<file path="src/design/pixel_proc_pkg.sv">
package pixel_proc_pkg;
   // Register offsets on the internal control bus
   localparam logic [15:0] RECTANGLE_COLOUR_OFFSET = 16'h4118;
   localparam logic [15:0] BITMAP_END_POINT_OFFSET = 16'h411c;
   localparam logic [15:0] BITMAP_START_POINT_OFFSET = 16'h4120;
   localparam logic [15:0] COMMAND_OPTIONS_OFFSET = 16'h4124;
   localparam logic [15:0] MEMORY_REQUEST_PRIORITY_OFFSET = 16'h4128;
   localparam logic [15:0] PACKET_WORD_COUNT_OFFSET = 16'h412c;
   localparam logic [15:0] READBACK_SELECT_OFFSET = 16'h4130;
   // Field positions
   localparam int COORD_W = 14;
   localparam int X_LSB = 16;
   localparam int Y_LSB = 0;
   localparam int USE_TARGET_LAYER_BIT = 28;
   localparam int TARGET_LAYER_LSB = 24;
   localparam int ANTIALIAS_ENABLE_BIT = 16;
   localparam int BITMAP_DIRECTION_BIT = 8;
   localparam int BITMAP_MIRROR_LSB = 0;
   localparam int COLOUR_W = 24;
   localparam int PRIORITY_W = 3;
   localparam int PACKET_W = 8;
   // Reset values
   localparam logic [31:0] REG_RESET = 32'h0000_0000;
   // Mirror select codes
   localparam logic [1:0] MIRROR_NONE = 2'h0;
   localparam logic [1:0] MIRROR_X = 2'h1;
   localparam logic [1:0] MIRROR_Y = 2'h2;
   localparam logic [1:0] MIRROR_XY = 2'h3;
   // Colour depth codes
   localparam logic [2:0] DEPTH_1BPP = 3'h0;
   localparam logic [2:0] DEPTH_2BPP = 3'h1;
   localparam logic [2:0] DEPTH_4BPP = 3'h2;
   localparam logic [2:0] DEPTH_8BPP = 3'h3;
   localparam logic [2:0] DEPTH_16BPP = 3'h4;
   // Drawing commands
   typedef enum logic [3:0] {
      no_operation_cmd,
      draw_line_cmd,
      draw_rectangle_cmd,
      draw_polygon_cmd,
      put_bitmap_cmd,
      put_compressed_bitmap_cmd,
      put_text_bitmap_cmd,
      put_text_compressed_cmd
   } command_type;
endpackage

</file>
<file path="src/design/bitmap_geometry.sv">
`timescale 1ns/1ps
`default_nettype none
// Registered end point, traversal and mirror decode for bitmap commands
module bitmap_geometry #(
   parameter int CW = 14
) (
   input wire logic clk,
   input wire logic rstn,
   input wire logic bitmap_cmd,
   input wire logic [CW-1:0] start_x,
   input wire logic [CW-1:0] start_y,
   input wire logic [CW-1:0] end_x,
   input wire logic [CW-1:0] end_y,
   input wire logic bitmap_direction,
   input wire logic [1:0] bitmap_mirror_select,
   output logic [CW-1:0] eff_end_x,
   output logic [CW-1:0] eff_end_y,
   output logic vertical,
   output logic mirror_x,
   output logic mirror_y
);
   wire logic swap;
   wire logic [CW-1:0] swap_x;
   wire logic [CW-1:0] swap_y;
   // Options only matter for bitmap commands
   assign swap = bitmap_cmd & bitmap_direction;
   // Wraps modulo the coordinate width, as the address counter would
   assign swap_x = CW'(start_x + end_y - start_y);
   assign swap_y = CW'(start_y + end_x - start_x);

   // Swapped end replaces the original, the unflipped shape is not drawn
   always_ff @(posedge clk) begin
      if (!rstn) begin
         eff_end_x <= '0;
         eff_end_y <= '0;
         vertical <= 1'b0;
         mirror_x <= 1'b0;
         mirror_y <= 1'b0;
      end else begin
         eff_end_x <= swap ? swap_x : end_x;
         eff_end_y <= swap ? swap_y : end_y;
         vertical <= swap;
         mirror_x <= bitmap_cmd & bitmap_mirror_select[0];
         mirror_y <= bitmap_cmd & bitmap_mirror_select[1];
      end
   end
endmodule
`default_nettype wire

</file>
<file path="src/design/packet_gate.sv">
`timescale 1ns/1ps
`default_nettype none
// Groups pushed words into packets of at most packet_word_count+1 words
module packet_gate #(
   parameter int PW = 8,
   parameter int QW = 3
) (
   input wire logic clk,
   input wire logic rstn,
   input wire logic [PW-1:0] packet_word_count,
   input wire logic [QW-1:0] memory_request_priority,
   input wire logic word_push,
   input wire logic flush,
   output logic push_ready,
   output logic req_valid,
   output logic [PW:0] req_words,
   output logic [QW-1:0] req_priority,
   input wire logic req_ready
);
   logic [PW:0] pending;
   logic flush_pending;
   wire logic [PW:0] limit;
   wire logic full_packet;
   wire logic issue;
   wire logic accept_push;
   wire logic [PW:0] issue_words;
   wire logic [PW:0] next_pending;

   assign limit = {1'b0, packet_word_count} + (PW+1)'(1);
   assign full_packet = pending >= limit;
   // Remainders wait for a flush, so a short packet never goes out alone
   assign issue = !req_valid && (full_packet || ((flush_pending || flush) && pending != '0));
   assign issue_words = full_packet ? limit : pending;
   assign push_ready = pending != {1'b1, {PW{1'b0}}};
   assign accept_push = word_push & push_ready;
   assign next_pending = pending + (PW+1)'(accept_push) - (issue ? issue_words : '0);

   // Pending count and flush memory; a new flush wins over its own clear
   always_ff @(posedge clk) begin
      if (!rstn) begin
         pending <= '0;
         flush_pending <= 1'b0;
      end else begin
         pending <= next_pending;
         flush_pending <= flush | (flush_pending & !(issue && !full_packet) & pending != '0);
      end
   end

   // Request stands until the controller takes it
   always_ff @(posedge clk) begin
      if (!rstn) begin
         req_valid <= 1'b0;
         req_words <= '0;
         req_priority <= '0;
      end else if (issue) begin
         req_valid <= 1'b1;
         req_words <= issue_words;
         req_priority <= memory_request_priority;
      end else if (req_ready) begin
         req_valid <= 1'b0;
      end
   end
endmodule
`default_nettype wire

</file>
<file path="src/design/pixel_proc_bitmap_option_regs.sv">
`timescale 1ns/1ps
`default_nettype none
module pixel_proc_bitmap_option_regs (
   input wire logic clk,
   input wire logic rstn,
   // Internal control bus
   input wire logic bus_sel,
   input wire logic bus_write,
   input wire logic [15:0] bus_addr,
   input wire logic [31:0] bus_wdata,
   output logic [31:0] bus_rdata,
   output logic bus_ack,
   // Command sequencing from the drawing engine
   input wire logic cmd_start,
   input wire logic [3:0] cmd_code,
   input wire logic cmd_done,
   input wire logic [2:0] colour_depth,
   output logic cmd_busy,
   // Parameters applied to the running command
   output logic [23:0] draw_colour,
   output logic layer_valid,
   output logic [3:0] active_layer,
   output logic antialias_enable,
   output logic [13:0] start_x,
   output logic [13:0] start_y,
   output logic [13:0] eff_end_x,
   output logic [13:0] eff_end_y,
   output logic vertical,
   output logic mirror_x,
   output logic mirror_y,
   // Video memory controller side
   input wire logic word_push,
   output logic push_ready,
   output logic req_valid,
   output logic [8:0] req_words,
   output logic [2:0] req_priority,
   input wire logic req_ready
);
   localparam int CW = pixel_proc_pkg::COORD_W;
   localparam int XL = pixel_proc_pkg::X_LSB;
   localparam int YL = pixel_proc_pkg::Y_LSB;

   // Keeps only the bits that the colour depth uses
   function automatic logic [23:0] colour_mask(input logic [2:0] depth);
      case (depth)
         pixel_proc_pkg::DEPTH_1BPP: colour_mask = 24'h000001;
         pixel_proc_pkg::DEPTH_2BPP: colour_mask = 24'h000003;
         pixel_proc_pkg::DEPTH_4BPP: colour_mask = 24'h00000f;
         pixel_proc_pkg::DEPTH_8BPP: colour_mask = 24'h0000ff;
         pixel_proc_pkg::DEPTH_16BPP: colour_mask = 24'h00ffff;
         default: colour_mask = 24'hffffff;
      endcase
   endfunction

   // True for the four bitmap style commands
   function automatic logic is_bitmap(input logic [3:0] code);
      is_bitmap = code == 4'(pixel_proc_pkg::put_bitmap_cmd) ||
         code == 4'(pixel_proc_pkg::put_compressed_bitmap_cmd) ||
         code == 4'(pixel_proc_pkg::put_text_bitmap_cmd) ||
         code == 4'(pixel_proc_pkg::put_text_compressed_cmd);
   endfunction

   // Configuration registers, written by software
   logic [23:0] cfg_colour;
   logic [31:0] cfg_end;
   logic [31:0] cfg_start;
   logic [31:0] cfg_options;
   logic [2:0] cfg_priority;
   logic [7:0] cfg_packet;
   logic readback_select;
   // Buffered copies, owned by the command sequencer
   logic [23:0] buf_colour;
   logic [31:0] buf_end;
   logic [31:0] buf_start;
   logic [31:0] buf_options;
   logic [2:0] buf_priority;
   logic [7:0] buf_packet;
   logic running;
   logic [3:0] active_cmd;

   wire logic wr;
   wire logic wr_colour;
   wire logic wr_end;
   wire logic wr_start;
   wire logic wr_options;
   wire logic wr_priority;
   wire logic wr_packet;
   wire logic wr_readback;
   wire logic accept_cmd;
   wire logic bitmap_cmd;
   wire logic shape_cmd;
   wire logic [31:0] options_mask;
   wire logic [31:0] next_rdata;

   // Address decode
   assign wr = bus_sel & bus_write;
   assign wr_colour = wr && bus_addr == pixel_proc_pkg::RECTANGLE_COLOUR_OFFSET;
   assign wr_end = wr && bus_addr == pixel_proc_pkg::BITMAP_END_POINT_OFFSET;
   assign wr_start = wr && bus_addr == pixel_proc_pkg::BITMAP_START_POINT_OFFSET;
   assign wr_options = wr && bus_addr == pixel_proc_pkg::COMMAND_OPTIONS_OFFSET;
   assign wr_priority = wr && bus_addr == pixel_proc_pkg::MEMORY_REQUEST_PRIORITY_OFFSET;
   assign wr_packet = wr && bus_addr == pixel_proc_pkg::PACKET_WORD_COUNT_OFFSET;
   assign wr_readback = wr && bus_addr == pixel_proc_pkg::READBACK_SELECT_OFFSET;

   // Only the documented option fields are storable, the rest read zero
   assign options_mask = (32'h1 << pixel_proc_pkg::USE_TARGET_LAYER_BIT) |
      (32'hf << pixel_proc_pkg::TARGET_LAYER_LSB) |
      (32'h1 << pixel_proc_pkg::ANTIALIAS_ENABLE_BIT) |
      (32'h1 << pixel_proc_pkg::BITMAP_DIRECTION_BIT) |
      (32'h3 << pixel_proc_pkg::BITMAP_MIRROR_LSB);

   // Software side registers; reset to zero, update on the clock after a write
   always_ff @(posedge clk) begin
      if (!rstn) begin
         cfg_colour <= pixel_proc_pkg::REG_RESET[23:0];
         cfg_end <= pixel_proc_pkg::REG_RESET;
         cfg_start <= pixel_proc_pkg::REG_RESET;
         cfg_options <= pixel_proc_pkg::REG_RESET;
         cfg_priority <= pixel_proc_pkg::REG_RESET[2:0];
         cfg_packet <= pixel_proc_pkg::REG_RESET[7:0];
         readback_select <= 1'b0;
      end else begin
         if (wr_colour) cfg_colour <= bus_wdata[23:0];
         if (wr_end) cfg_end <= bus_wdata & 32'h3fff_3fff;
         if (wr_start) cfg_start <= bus_wdata & 32'h3fff_3fff;
         if (wr_options) cfg_options <= bus_wdata & options_mask;
         if (wr_priority) cfg_priority <= bus_wdata[2:0];
         if (wr_packet) cfg_packet <= bus_wdata[7:0];
         if (wr_readback) readback_select <= bus_wdata[0];
      end
   end

   // A new command is taken only when idle; a no-op flushes and loads the buffers but does not set busy
   assign accept_cmd = cmd_start & !running;

   // Buffered copies load at command start and stay fixed while running
   always_ff @(posedge clk) begin
      if (!rstn) begin
         buf_colour <= '0;
         buf_end <= '0;
         buf_start <= '0;
         buf_options <= '0;
         buf_priority <= '0;
         buf_packet <= '0;
         active_cmd <= '0;
      end else if (accept_cmd) begin
         buf_colour <= cfg_colour;
         buf_end <= cfg_end;
         buf_start <= cfg_start;
         buf_options <= cfg_options;
         buf_priority <= cfg_priority;
         buf_packet <= cfg_packet;
         active_cmd <= cmd_code;
      end
   end

   // Busy from acceptance of a drawing command until the engine reports done
   always_ff @(posedge clk) begin
      if (!rstn) begin
         running <= 1'b0;
      end else if (accept_cmd) begin
         running <= cmd_code != 4'(pixel_proc_pkg::no_operation_cmd);
      end else if (cmd_done) begin
         running <= 1'b0;
      end
   end
   assign cmd_busy = running;

   // Read mux; double buffered values follow the readback select
   assign next_rdata =
      bus_addr == pixel_proc_pkg::RECTANGLE_COLOUR_OFFSET ?
         {8'h00, readback_select ? cfg_colour : buf_colour} :
      bus_addr == pixel_proc_pkg::BITMAP_END_POINT_OFFSET ?
         (readback_select ? cfg_end : buf_end) :
      bus_addr == pixel_proc_pkg::BITMAP_START_POINT_OFFSET ?
         (readback_select ? cfg_start : buf_start) :
      bus_addr == pixel_proc_pkg::COMMAND_OPTIONS_OFFSET ?
         (readback_select ? cfg_options : buf_options) :
      bus_addr == pixel_proc_pkg::MEMORY_REQUEST_PRIORITY_OFFSET ?
         {29'h0, readback_select ? cfg_priority : buf_priority} :
      bus_addr == pixel_proc_pkg::PACKET_WORD_COUNT_OFFSET ?
         {24'h0, readback_select ? cfg_packet : buf_packet} :
      bus_addr == pixel_proc_pkg::READBACK_SELECT_OFFSET ?
         {31'h0, readback_select} : 32'h0;

   // Reads are answered one clock after the select, unmapped reads give zero
   always_ff @(posedge clk) begin
      if (!rstn) begin
         bus_rdata <= '0;
         bus_ack <= 1'b0;
      end else begin
         bus_ack <= bus_sel;
         bus_rdata <= (bus_sel && !bus_write) ? next_rdata : '0;
      end
   end

   // Command class decode from the latched command
   assign bitmap_cmd = running & is_bitmap(active_cmd);
   assign shape_cmd = running && (active_cmd == 4'(pixel_proc_pkg::draw_line_cmd) ||
      active_cmd == 4'(pixel_proc_pkg::draw_rectangle_cmd) ||
      active_cmd == 4'(pixel_proc_pkg::draw_polygon_cmd));

   // Outputs that follow the buffered copy for the running command
   always_ff @(posedge clk) begin
      if (!rstn) begin
         draw_colour <= '0;
         layer_valid <= 1'b0;
         active_layer <= '0;
         antialias_enable <= 1'b0;
         start_x <= '0;
         start_y <= '0;
      end else begin
         draw_colour <= (running && active_cmd == 4'(pixel_proc_pkg::draw_rectangle_cmd)) ?
            buf_colour & colour_mask(colour_depth) : '0;
         layer_valid <= bitmap_cmd | (shape_cmd & buf_options[pixel_proc_pkg::USE_TARGET_LAYER_BIT]);
         active_layer <= buf_options[pixel_proc_pkg::TARGET_LAYER_LSB +: 4];
         antialias_enable <= buf_options[pixel_proc_pkg::ANTIALIAS_ENABLE_BIT];
         start_x <= buf_start[XL +: CW];
         start_y <= buf_start[YL +: CW];
      end
   end

   // End point, traversal and mirror axes; the swapped end replaces the original
   bitmap_geometry #(.CW(CW)) geometry (
      .clk(clk),
      .rstn(rstn),
      .bitmap_cmd(bitmap_cmd),
      .start_x(buf_start[XL +: CW]),
      .start_y(buf_start[YL +: CW]),
      .end_x(buf_end[XL +: CW]),
      .end_y(buf_end[YL +: CW]),
      .bitmap_direction(buf_options[pixel_proc_pkg::BITMAP_DIRECTION_BIT]),
      .bitmap_mirror_select(buf_options[pixel_proc_pkg::BITMAP_MIRROR_LSB +: 2]),
      .eff_end_x(eff_end_x),
      .eff_end_y(eff_end_y),
      .vertical(vertical),
      .mirror_x(mirror_x),
      .mirror_y(mirror_y)
   );

   // Packetising toward the video memory controller; command start flushes
   packet_gate #(.PW(pixel_proc_pkg::PACKET_W), .QW(pixel_proc_pkg::PRIORITY_W)) packets (
      .clk(clk),
      .rstn(rstn),
      .packet_word_count(buf_packet),
      .memory_request_priority(buf_priority),
      .word_push(word_push),
      .flush(accept_cmd),
      .push_ready(push_ready),
      .req_valid(req_valid),
      .req_words(req_words),
      .req_priority(req_priority),
      .req_ready(req_ready)
   );
endmodule
`default_nettype wire

</file>
<file path="config.mk">
export PLATFORM = sky130hd
export DESIGN_NAME = pixel_proc_bitmap_option_regs
export DESIGN_NICKNAME = d
export VERILOG_FILES = /design/src/design/pixel_proc_pkg.sv /design/src/design/bitmap_geometry.sv /design/src/design/packet_gate.sv /design/src/design/pixel_proc_bitmap_option_regs.sv
export SDC_FILE = /design/constraint.sdc
export NUM_CORES = 1
export LEC_CHECK = 0
export BUFFER_PORTS_ARGS = -buffer_cell sky130_fd_sc_hd__buf_2
export CAP_MARGIN = 30
export CORE_UTILIZATION = 55
export CTS_BUF_LIST = sky130_fd_sc_hd__clkbuf_4
export CTS_CLUSTER_SIZE = 40
export DETAILED_ROUTE_END_ITERATION = 10
export GPL_ROUTABILITY_DRIVEN = 0
export PLACE_DENSITY = 0.76
export SLEW_MARGIN = 20
export SYNTH_ARGS = -nofsm -noshare
export SYNTH_HDL_FRONTEND = slang
export SYNTH_SLANG_ARGS = --single-unit
</file>
<file path="constraint.sdc">
create_clock -name clk -period 7.4 [get_ports clk]
set_input_delay 1.85 -clock clk [delete_from_list [all_inputs] [get_ports clk]]
set_output_delay 1.85 -clock clk [all_outputs]
set_load 0.05 [all_outputs]
</file>
; ---- Word-level counts from Yosys, hierarchy flattened
; Cells that the tools add are included.
[classes]
n_mux = 23
magnitude_cmp = 1
reduce_logical = 33
eq_ne = 19
bitwise_logic = 15
add_sub_neg = 7
[op_table]
columns = op, n
row1 = $mux W30, 4
row2 = $pmux W24 S5, 1
row3 = $eq A16 B15 Y1 const B, 7
row4 = $mux W24, 3
row5 = $mux W29, 2
row6 = $add A14 B14 Y14, 2
row7 = $mux W14, 2
row8 = $sub A14 B14 Y14, 2
row9 = $and A24 B24 Y24, 1
row10 = $mux W8, 3
row11 = $mux W9, 2
row12 = $eq A4 B3 Y1 const B, 4
row13 = $logic_and A1 B1 Y1, 13
row14 = $and A1 B1 Y1, 10
row15 = $add A8 B1 Y9 const B, 1
row16 = $add A9 B1 Y9, 1
row17 = $ge A9 B9 Y1, 1
row18 = $ne A9 B9 Y1 const B, 1
row19 = $reduce_bool A9 Y1, 1
row20 = $sub A9 B9 Y9, 1
row21 = $eq A4 B2 Y1 const B, 2
row22 = $logic_or A1 B1 Y1, 7
row23 = $eq A3 B2 Y1 const B, 2
row24 = $logic_not A1 Y1, 5
row25 = 12 further kinds, 20
[totals]
out_inout_bits = 137
input_bits = 63
wordCells = 132
register_bits = 349

; ---- Longest topological paths before layout
; Gate-level depths: netlist of the first run.
[depth]
word_depth = 11
ltp_mapped = 20
depth_no_buf = 20

; ---- Hierarchy
; From an unflattened synthesis of the first run, not the netlist that was laid out.
[hier_totals]
cells_unflattened = 1883
hier_area_um2 = 16935.0
[modules_own_cells]
columns = mod, area_per_inst_um2, cells_per_inst, seq_area_each_um2, instances
row1 = pixel_proc_bitmap_option_regs, 11828.8, 1257, 5905.7, 1
row2 = bitmap_geometry, 3352.0, 430, 620.6, 1
row3 = packet_gate, 1754.2, 196, 460.4, 1

; ---- Worst setup path before layout of the first run
; Ideal clock, no wire load.
[synth_path]
path_kind = in2reg
start = input cmd_start
end = register packets.pending[8]
path_buffers = 2
setup_slack_ns = 2.296
stages = 14
setup_time_ns = 0.115
required_ns = 7.285
arrival_ns = 4.989
path_cell_list = nor2b_1 > clkbuf_1 > o22ai_1 > a21oi_1 > buf_2 > nand2_1 > ha_1 > fa_1 > a21o_1 > a211oi_1 > nor2_1 > o41ai_1 > xnor3_1 > and2_1
[synth_between]
elab_chain_len = 7
[synth_lines]
columns = item, line
row1 = "start, declared", pixel_proc_bitmap_option_regs.sv:14  ; input wire logic cmd_start,
row2 = $and A1 B1 Y1, pixel_proc_bitmap_option_regs.sv:134  ; assign accept_cmd = cmd_start & !running;
row3 = $logic_or A1 B1 Y1, packet_gate.sv:32  ; assign issue = !req_valid && (full_packet || ((flush_pending || flush) && pending != '0));
row4 = $logic_and A1 B1 Y1, packet_gate.sv:32
row5 = $logic_or A1 B1 Y1, packet_gate.sv:32
row6 = $logic_and A1 B1 Y1, packet_gate.sv:32
row7 = $mux W9, packet_gate.sv:36  ; assign next_pending = pending + (PW+1)'(accept_push) - (issue ? issue_words : '0);
row8 = $sub A9 B9 Y9, packet_gate.sv:36
row9 = "end signal, assigned", packet_gate.sv:44  ; pending <= next_pending;
row10 = "end, declared", packet_gate.sv:20  ; logic [PW:0] pending;
; Every way passes these cells.
; A chain may end at the register's enable or synchronous reset.

; ---- Worst setup path in the final report of the first run
[layout_path]
start = register buf_packet[0]
end = register packets.pending[8]
[layout_between]
elab_chain_len = 6
word_cells_on_any_way = 7
cone_classes = add/sub (2) / order compare (1) / mux (2) / reduce/logical (2)
[layout_lines]
columns = item, line
row1 = "start, declared", pixel_proc_bitmap_option_regs.sv:77  ; logic [7:0] buf_packet;
row2 = "start signal, assigned", pixel_proc_bitmap_option_regs.sv:152  ; buf_packet <= cfg_packet;
row3 = $add A8 B1 Y9 (*), packet_gate.sv:29  ; assign limit = {1'b0, packet_word_count} + (PW+1)'(1);
row4 = $ge A9 B9 Y1, packet_gate.sv:30  ; assign full_packet = pending >= limit;
row5 = $logic_or A1 B1 Y1, packet_gate.sv:32
row6 = $logic_and A1 B1 Y1, packet_gate.sv:32
row7 = $mux W9 (*), packet_gate.sv:36
row8 = $sub A9 B9 Y9 (*), packet_gate.sv:36
; Every way passes the cells marked *; elsewhere a longest branch is shown, timed or not.

==> metrics.md, run 1 <==
| Metric | Value |
|---|---|
| Via count | 14300 |
| Largest family of logic cells by synthesized area | simple AND/OR/NAND/NOR gates |
| Wire per inst | 18.2 um |
| Total Routing Usage GR | 0.309 |
| Cell row count | 62 |
| CTS Root Cell | clkbuf_4 |
| DRC | 0 |
| DP Wirelength | 31100 um |
| Drt total wl | 45900 um |
| Adder-Cell Fraction of Synth Area | 0.0761 |
| Layout cells sized above 1 | 0.188 |
| Worst slew margin | 0.278 |
| Pwr/cell area | 271 nW/um2 |
| Clock slew at the register clock pins of the worst setup and hold paths | 0.06 ns |
| DRT Pass-1 Iters | 6 |
| CP arrival | 5.74 ns |
| Critical R2R Capture | packets.pending[8]$_SDFF_PN0_ |
| Final std cells w/o fill | 2524 |
| Top Ports | 200 |
| Number of global-route vias before repair | 13200 |
| Xor and xnor area share after synthesis | 0.0162 |
| Reg-to-reg startpoint | buf_packet[0]$_SDFFE_PN0P_ |
| Fillers | 2431 |
| Max Clock Skew | 0.0501 ns |
| Postcts setup bufs | 0 |
| Setup violators final | 0 |
| First DRT Iteration DRCs | 1410 |
| Leak | 7.21 nW |
| Core area | 28600 um2 |
| Die W | 172 um |
| GRT overflow | 0 |
| Hold_sp | cfg_packet[2]$_SDFFE_PN0P_ |
| Critical path class | reg2reg |
| Drt via density | 5.67 |
| Most frequent cells in the layout | 401 x nand2_1, 348 x dfxtp_1, 218 x a21oi_1 |
| Async SR Flop Fraction | 0 |
| Maximum capacitance violations | 0 |
| # port buffers | 195 |
| Footprint of the multi-input gates | 8070 um2 |
| Compound-Gate Fraction of Synth Area | 0.163 |
| Final nets | 2213 |
| R2R cell count | 19 |
| Req. time, crit path | 8.02 ns |
| Final Hold Viols | 0 |
| Final min period | 5.13 ns |
| Post-layout total power | 4.96 mW |
| Cell Area, Synth | 16000 um2 |
| Die ar. | 29700 um2 |
| Post-synthesis sequential area ratio | 0.437 |
| Placed cell count | 2360 |
| Worst VDD drop | 0.000169 V |
| Antenna violations before repair | 2 |
| Sink of the worst hold path | buf_packet[2]$_SDFFE_PN0P_ |
| Post-synthesis cell count | 1879 |
| Htree depth | 3 |
| Status | finished, final reports clean |
| FF/Latch Area | 6990 um2 |
| CTS resizes | 0 |
| Die H | 172 um |
| Worst slew pin tran | 1.08 ns |
| Flops & latches, synth | 349 |
| Skew-Pair Late Insertion Delay | 0.74 ns |
| R2R Setup Slk | 2.27 ns |
| Hold depth | 2 |
| First-pass GRT wire length | 70500 um |
| EDFF count, synth | 0 |
| Final ANT Viol Nets | 0 |
| Final TNS setup | 0 ns |
| Yosys cell types | 70 |
| RSZ-0062 raised after global routing | no |
| Largest net degree at the start of global routing | 162 |
| Hold buffer count at cts | 0 |
| Dominant synthesized flop cell | dfxtp_1 |
| CTS tree | built |
| Post-synthesis mux area share | 0.0621 |
| TritonCTS Buffers | 88 |
| Initial Utilization | 0.558 |
| Fmax | 195 MHz |
| Part of the cycle the worst path needs | 0.693 |
| Sink Count | 349 |
| Area grow syn2layout | 14.5% |
| Worst Path Max Fanout | 12 |
| Syn Area/Cell | 8.50 um2 |
| Startpoint types | register |
| Most common cell after layout, fill and taps aside | nand2_1 |
| Yosys warning total | 0 |
| Worst Setup End Kind | register |
| Synth Area in Simple Gates | 0.186 |
| Max Slew Vio Count | 0 |
| CTS max path bufs | 3 |
| Hold crit path type | reg2reg |
==> where the power goes <==
part           switching, mW  internal [mW]
sequential            0.0662           1.95
clock                  0.790          0.861
combinational          0.803          0.482
total                   1.66           3.30
==> per-stage QoR <==
| step | cell area, um2 | utilization | hold slack [ns] | worst slack, ns |
|---|---|---|---|---|
| after floorplan | 16000 | - | 0.436 | 2.30 |
| after global placement | 17100 | 0.596 | 0.443 | 1.83 |
| after detailed placement | 17100 | 0.598 | 0.454 | 1.80 |
| after CTS | 18300 | 0.638 | 0.431 | 2.14 |
| after global routing | 18300 | 0.639 | 0.464 | 1.78 |
| final | 18300 | 0.639 | 0.433 | 2.27 |
==> area by class of cell <==
class | instances | share of cell area
Clock inverter | 34 | 0.0110
Inverter | 117 | 0.0243
Clock buffer | 126 | 0.0517
Timing Repair Buffer | 214 | 0.0633
Tap cell | 384 | 0.0263
Multi-Input combinational cell | 1299 | 0.441
Sequential cell | 349 | 0.382
Antenna cell | 1 | 0.000137
==> worst max path at each step <==
| stage | to | slack (ns) | from | cells after the start |
|---|---|---|---|---|
| after floorplan | packets.pending[8]$_SDFF_PN0_ | 2.30 | cmd_start | 14 |
| after global placement | packets.pending[8]$_SDFF_PN0_ | 1.83 | cmd_start | 13 |
| after detailed placement | packets.pending[8]$_SDFF_PN0_ | 1.80 | cmd_start | 13 |
| after CTS | packets.pending[8]$_SDFF_PN0_ | 2.14 | buf_packet[0]$_SDFFE_PN0P_ | 16 |
| after global routing | packets.pending[8]$_SDFF_PN0_ | 1.78 | buf_packet[0]$_SDFFE_PN0P_ | 19 |
| final | packets.pending[8]$_SDFF_PN0_ | 2.27 | buf_packet[0]$_SDFFE_PN0P_ | 19 |
==> state kept, by name, summed over array words and instances (netlist names), 4 cells and up <==
register and flops:
buf_start 28, active_cmd 4, active_layer 4, packets.req_words 9, buf_colour 24, start_x 14
cfg_start 28, cfg_end 28, cfg_options 9, start_y 14, buf_packet 8, geometry.eff_end_x 14
buf_end 28, packets.pending 9, geometry.eff_end_y 14, bus_rdata 30, draw_colour 24, cfg_packet 8
buf_options 9, cfg_colour 24
==> Yosys cell counts, types with 6 or more instances <==
library cell  instances  area share
nand2_1             401       0.094
mux2_2               11      0.0078
clkbuf_1             78       0.018
buf_1                 9      0.0021
nor3_1               14      0.0044
a21o_1               10      0.0047
and2_1               32       0.013
inv_1               116       0.027
nand3_1              31      0.0097
mux2i_1              80       0.050
o21ai_0              46       0.014
xnor2_1              15      0.0082
xor2_1               12      0.0066
a21oi_1             218       0.068
dfxtp_1             349        0.44
nor2b_1               9      0.0035
ha_1                 54       0.042
nor2_1              124       0.029
nor4_1                7      0.0027
buf_4                 6      0.0028
o211ai_1             11      0.0052
a211oi_1             40       0.019
and3_1               17      0.0067
a222oi_1              6      0.0038
o22ai_1              13      0.0051
o22a_1               13      0.0071
o22ai_2              14       0.011
buf_2                17      0.0053
fa_1                 27       0.034
==> worst max-delay path, cell delays in order (launching register included) <==
cell and delay, ns:
dfxtp_1 0.51, ha_1 0.28, nand3_1 0.11, xor2_1 0.18, ha_1 0.20, nor4_1 0.14, o21ai_0 0.20, a31oi_1 0.48
a21o_1 0.43, nor2_1 0.10, ha_1 0.29, inv_1 0.04, ha_1 0.21, fa_1 0.42, a21o_1 0.22, a211oi_1 0.23
nor2_1 0.10, o41ai_1 0.35, xnor3_1 0.38, and2_1 0.16
==> kinds of logic after synthesis <==
family / after synthesis
compound gates: 419
xor+xnor: 28
fa+ha+maj: 81
buf+inv: 232
flops: 349
mux: 94
other cells: 1
simple gates: 675
==> metal layers <==
layer	vias up	track usage	part of all wire
met5	-	0	0
li1	6785	-	-
met2	724	0.474	0.44
met1	6689	0.417	0.43
met4	0	0.132	0.035
met3	118	0.0671	0.096
Power figures use the tool's default switching activity.
==> run 2, diff against run 1 <==
==> constraint.sdc (replaced) <==
create_clock -name clk -period 4.9 [get_ports clk]
set_input_delay 1.225 -clock clk [delete_from_list [all_inputs] [get_ports clk]]
set_output_delay 1.225 -clock clk [all_outputs]
set_load 0.05 [all_outputs]
==> run 2 against run 1 <==
Against the previous run:
- critical path depth shrank 3
- via count increased by 0.70%
- wire length is 0.29% lower
- sequential share of layout area is 0.16 points lower
- fmax is 13% higher
- die area stayed put
- non-clock buffer count grew 9
- sequential power is 51% higher
- global-route usage shrank 0.081 points
- cell area grew 0.44%
- worst setup slack lost 1.9 ns
- clock-buffer cell count decreased by 4
- critical endpoint unchanged
==> metrics.md, run 2 (synthesis results as in run 1) <==
| Metric | Value |
|---|---|
| Status | finished, final reports clean |
| Number of global-route vias before repair | 13400 |
| Final nets | 2223 |
| Ordered cell list for the critical path | and4_1 > nand4_1 > ha_1 > a21oi_1 > o21ai_2 > a31oi_4 > mux2_2 > nand2_1 > ha_1 > fa_1 > a21o_1 > a211oi_1 > nor2_1 > o41ai_2 > xnor3_1 > and2_1 |
| Wire per inst | 18.1 um |
| Hold_sp | cfg_end[5]$_SDFFE_PN0P_ |
| Worst hold slack | 0.444 ns |
| Clock slew at the register clock pins of the worst setup and hold paths | 0.07 ns |
| Final Worst Setup Slack | 0.357 ns |
| Leak | 7.23 nW |
| # port buffers | 195 |
| Layout cells sized above 1 | 0.193 |
| Final Hold Viols | 0 |
| Hold depth | 2 |
| Register with the most flip-flops | bus_rdata |
| Critical R2R Capture | packets.pending[8]$_SDFF_PN0_ |
| Die ar. | 29700 um2 |
| CTS max path bufs | 3 |
| Antenna violations before repair | 1 |
| Cell row count | 62 |
| Htree depth | 3 |
| DP Wirelength | 31600 um |
| Largest net degree at the start of global routing | 103 |
| Worst Path Max Fanout | 7 |
| Die H | 172 um |
| Drt via density | 5.70 |
| DRC | 0 |
| Most common cell after layout, fill and taps aside | nand2_1 |
| Area grow syn2layout | 15.0% |
| Fmax | 220 MHz |
| Drt total wl | 45800 um |
| First-pass GRT wire length | 70700 um |
| Switching share of power | 0.338 |
| Hold crit path type | reg2reg |
| Max Clock Skew | 0.0564 ns |
| FF/Latch Area | 6990 um2 |
| GRT overflow | 0 |
| Total Routing Usage GR | 0.308 |
| RSZ-0062 raised after global routing | no |
| Seq pwr share | 0.403 |
| Startpoint types | register |
| Area post-placement | 17200 um2 |
| Most common cell type on the critical path | ha_1 |
| Top Ports | 200 |
| Die W | 172 um |
| Final ANT Viol Nets | 0 |
| Max reg flops | 30 |
| Skew-Pair Late Insertion Delay | 0.76 ns |
| Setup violators final | 0 |
| Clock power share | 0.328 |
| Footprint of the multi-input gates | 8120 um2 |
| Slowest CP cell | fa_1 |
| TritonCTS Buffers | 89 |
| Maximum capacitance violations | 0 |
| Comb pwr share | 0.268 |
| Fillers | 2399 |
| CTS Root Cell | clkbuf_4 |
| NetSw | 2.55 mW |
| Worst VDD drop | 0.000239 V |
| Initial Utilization | 0.558 |
| Worst slew pin tran | 1.05 ns |
| Most frequent cells in the layout | 401 x nand2_1, 347 x dfxtp_1, 217 x a21oi_1 |
| Core Util, Final | 0.642 |
| Part of the cycle the worst path needs | 0.927 |
| Fin area | 18400 um2 |
| First DRT Iteration DRCs | 1308 |
| Worst Setup End Kind | register |
| CTS tree | built |
| Bufs and invs on worst path | 0 |
| Core area | 28600 um2 |
| DRT Pass-1 Iters | 6 |
| Worst slew margin | 0.302 |
| Sink Count | 349 |
| Req. time, crit path | 5.51 ns |
| CP arrival | 5.15 ns |
| R2R Setup Slk | 0.36 ns |
| Via count | 14400 |
| Pint | 5.00 mW |
| Reg-to-reg startpoint | buf_packet[2]$_SDFFE_PN0P_ |
| Final TNS setup | 0 ns |
| Pwr/cell area | 411 nW/um2 |
| Final min period | 4.54 ns |
| Max Slew Vio Count | 0 |
| Max incr delay on CP | 0.48 ns |
| Postcts setup bufs | 0 |
| Critical path class | reg2reg |
| Setup WS pre-CTS | -0.0431 ns |
| CP delay by family, top | compound AO/OA/AOI/OAI gates |
| R2R cell count | 16 |
| Sink of the worst hold path | buf_end[5]$_SDFFE_PN0P_ |
==> run 2: power by group through the flow <==
stage	sequential [mW]	clock [mW]	combinational (mW)
floorplan	3.26	0	1.30
global placement	3.10	0	1.86
detailed placement	3.11	0	1.93
CTS	3.04	2.52	1.95
global route	3.06	2.69	2.21
finish	3.05	2.48	2.03
==> run 2: how the worst max path moves through the flow <==
stage / from / endpoint / slack, ns / cells after the start
6_report: buf_packet[2]$_SDFFE_PN0P_ / packets.pending[8]$_SDFF_PN0_ / 0.36 / 16
5_1_grt: buf_packet[2]$_SDFFE_PN0P_ / packets.pending[8]$_SDFF_PN0_ / 0.003 / 20
4_1_cts: buf_packet[2]$_SDFFE_PN0P_ / packets.pending[8]$_SDFF_PN0_ / 0.09 / 17
3_5_place_dp: buf_packet[2]$_SDFFE_PN0P_ / packets.pending[8]$_SDFF_PN0_ / -0.04 / 17
3_3_place_gp: buf_packet[2]$_SDFFE_PN0P_ / packets.pending[8]$_SDFF_PN0_ / 0.13 / 17
2_1_floorplan: cmd_start / packets.pending[8]$_SDFF_PN0_ / 0.42 / 14
==> run 2: per-layer routing <==
metal / track usage / up-vias / share of wire
li1: - / 6823 / -
met1: 0.415 / 6753 / 0.43
met2: 0.470 / 722 / 0.44
met3: 0.0710 / 118 / 0.096
met4: 0.135 / 0 / 0.036
met5: 0 / - / 0
==> run 2: what timing repair did <==
action / CTS / global route
resized for setup: 1 / 12
setup endpoints to repair: 1 / 2
hold buffers: 0 / 0
cloned: 0 / 0
==> run 2: cell type report <==
| class | instances | area share |
|---|---|---|
| repair buffers | 223 | 0.0656 |
| inverters | 117 | 0.0242 |
| multi-input cells | 1299 | 0.442 |
| flip-flops and latches | 349 | 0.380 |
| clock inverters | 32 | 0.0115 |
| clock buffers | 122 | 0.0498 |
| diodes | 1 | 0.000136 |
| well taps | 384 | 0.0261 |
==> run 2: through the flow <==
stage                     cells  total power, mW
after floorplan            1880             4.56
after global placement     2371             4.96
after detailed placement   2371             5.03
after CTS                  2525             7.51
after global routing       2527             7.95
final                      2527             7.55
==> run 2: worst register-to-register path, cell delays in order, from the launching register on <==
cell,delay (ns)
dfxtp_1,0.45
and4_1,0.27
nand4_1,0.21
ha_1,0.36
a21oi_1,0.19
o21ai_2,0.12
a31oi_4,0.25
mux2_2,0.36
nand2_1,0.09
ha_1,0.27
fa_1,0.48
a21o_1,0.23
a211oi_1,0.24
nor2_1,0.11
o41ai_2,0.28
xnor3_1,0.36
and2_1,0.15
==> run 3, diff against run 2 <==
--- a/config.mk
+++ b/config.mk
@@ -7,12 +7,14 @@
 export LEC_CHECK = 0
 export BUFFER_PORTS_ARGS = -buffer_cell sky130_fd_sc_hd__buf_2
 export CAP_MARGIN = 30
+export CORE_ASPECT_RATIO = 1.5
 export CORE_UTILIZATION = 55
 export CTS_BUF_LIST = sky130_fd_sc_hd__clkbuf_4
 export CTS_CLUSTER_SIZE = 40
 export DETAILED_ROUTE_END_ITERATION = 10
 export GPL_ROUTABILITY_DRIVEN = 0
 export PLACE_DENSITY = 0.76
+export SKIP_CTS_REPAIR_TIMING = 1
 export SLEW_MARGIN = 20
 export SYNTH_ARGS = -nofsm -noshare
 export SYNTH_HDL_FRONTEND = slang
==> run 3 against run 2 <==
Against the previous run:
- sequential share of layout area rose by 0.22 points
- via count fell by 0.70%
- critical path depth up 1
- largest power group unchanged
- first-iteration DRC count grew 9.7%
- power shrank 1.8%
- clock skew up 0.015 ns
- clock power decreased by 3%
==> metrics.md, run 3 (synthesis results as in run 1) <==
| Metric | Value |
|---|---|
| Leak | 7.19 nW |
| Critical R2R Capture | packets.pending[8]$_SDFF_PN0_ |
| Fin area | 18300 um2 |
| R2R cell count | 17 |
| CTS Root Cell | clkbuf_4 |
| Register with the most flip-flops | bus_rdata |
| Htree depth | 3 |
| Wire per inst | 18.0 um |
| Antenna violations before repair | 2 |
| Sink of the worst hold path | buf_options[28]$_SDFFE_PN0P_ |
| Reg-to-reg startpoint | buf_packet[0]$_SDFFE_PN0P_ |
| DRC | 0 |
| CTS max path bufs | 3 |
| Sink Count | 349 |
| Setup WS pre-CTS | 0.0212 ns |
| Post-layout total power | 7.41 mW |
| Footprint of the multi-input gates | 8090 um2 |
| Max reg flops | 30 |
| Core area | 28600 um2 |
| Final Worst Setup Slack | 0.282 ns |
| Hold crit path type | reg2reg |
| Core Util, Final | 0.638 |
| CP arrival | 5.29 ns |
| Placed cell count | 2374 |
| DP Wirelength | 31400 um |
| Final nets | 2213 |
| Area grow syn2layout | 14.3% |
| Critical path class | reg2reg |
| Hold_sp | cfg_options[28]$_SDFFE_PN0P_ |
| Final std cells w/o fill | 2517 |
| CTS tree | built |
| Most frequent cells in the layout | 401 x nand2_1, 348 x dfxtp_1, 218 x a21oi_1 |
| Status | finished, final reports clean |
| First DRT Iteration DRCs | 1435 |
| TritonCTS Buffers | 81 |
| Maximum capacitance violations | 0 |
| Final TNS setup | 0 ns |
| Pwr/cell area | 406 nW/um2 |
| Final ANT Viol Nets | 0 |
| Clock slew at the register clock pins of the worst setup and hold paths | 0.07 ns |
| Part of the cycle the worst path needs | 0.943 |
| Layout cells sized above 1 | 0.188 |
| Die W | 141 um |
| Worst Setup End Kind | register |
| DRT Pass-1 Iters | 8 |
| Total Routing Usage GR | 0.309 |
| Die H | 211 um |
| Req. time, crit path | 5.57 ns |
| Die ar. | 29700 um2 |
| Fillers | 2461 |
| R2R Setup Slk | 0.28 ns |
| Largest net degree at the start of global routing | 100 |
| # port buffers | 195 |
| Worst slew margin | 0.327 |
| Most common cell after layout, fill and taps aside | nand2_1 |
| Final Hold Viols | 0 |
| Number of global-route vias before repair | 13900 |
| Startpoint types | register |
| Max Clock Skew | 0.0710 ns |
| Setup violators final | 0 |
| Worst slew pin tran | 1.01 ns |
| Hold depth | 2 |
| First-pass GRT wire length | 71900 um |
| Top Ports | 200 |
| Fmax | 217 MHz |
| Worst VDD drop | 0.000236 V |
| FF/Latch Area | 6990 um2 |
| GRT overflow | 0 |
| Worst Path Max Fanout | 7 |
| Drt total wl | 45200 um |
| Skew-Pair Late Insertion Delay | 0.80 ns |
| Worst hold slack | 0.433 ns |
| Initial Utilization | 0.558 |
| Via count | 14300 |
| Area post-placement | 17200 um2 |
| Max Slew Vio Count | 0 |
| Final min period | 4.62 ns |
| Drt via density | 5.69 |
| Cell row count | 76 |
run 3: cell count changes in the layout (fill, tap and decap cells not counted), sizes merged:
| cell | change |
|---|---|
| bufinv | +1 |
| clkbuf | -8 |
| buf | -2 |
| diode | +1 |
| inv | -3 |
| clkinv | -5 |
run 3: final cells by class:
cell class,instances,area share
clock inverters,25,0.0105
well taps,390,0.0267
inverters,117,0.0243
repair buffers,221,0.0659
flip-flops and latches,349,0.383
clock buffers,114,0.0469
multi-input cells,1299,0.443
diodes,2,0.000274
run 3: worst max-delay path, cell delays in order, from the launching register on:
cell and delay, ns:
dfxtp_1 0.43, ha_1 0.27, nand3_1 0.11, xor2_1 0.18
ha_1 0.22, nor4_1 0.16, o21ai_0 0.21, a31oi_2 0.34
mux2_2 0.38, nand2_1 0.11, ha_1 0.27, fa_1 0.47
a21o_1 0.21, a211oi_1 0.24, nor2_1 0.11, o41ai_2 0.30
xnor3_1 0.37, and2_1 0.16
run 3: where the power goes:
part | internal, mW | switching (mW)
registers | 2.95 | 0.0948
logic | 0.761 | 1.21
clock network | 1.24 | 1.16
run 3: how the worst max path moves through the flow:
| stage | startpoint | depth (start not counted) | endpoint |
|---|---|---|---|
| global route | buf_packet[0]$_SDFFE_PN0P_ | 17 | packets.pending[7]$_SDFF_PN0_ |
| detailed placement | buf_packet[0]$_SDFFE_PN0P_ | 17 | packets.pending[8]$_SDFF_PN0_ |
| CTS | buf_packet[0]$_SDFFE_PN0P_ | 17 | packets.pending[8]$_SDFF_PN0_ |
| global placement | buf_packet[0]$_SDFFE_PN0P_ | 17 | packets.pending[8]$_SDFF_PN0_ |
| floorplan | cmd_start | 14 | packets.pending[8]$_SDFF_PN0_ |
| finish | buf_packet[0]$_SDFFE_PN0P_ | 17 | packets.pending[8]$_SDFF_PN0_ |
run 3: routing by layer:
| metal | track usage | part of all wire | vias up |
|---|---|---|---|
| met2 | 0.508 | 0.48 | 657 |
| met3 | 0.0621 | 0.076 | 141 |
| li1 | - | - | 6791 |
| met4 | 0.195 | 0.052 | 0 |
| met1 | 0.368 | 0.39 | 6726 |
| met5 | 0 | 0 | - |
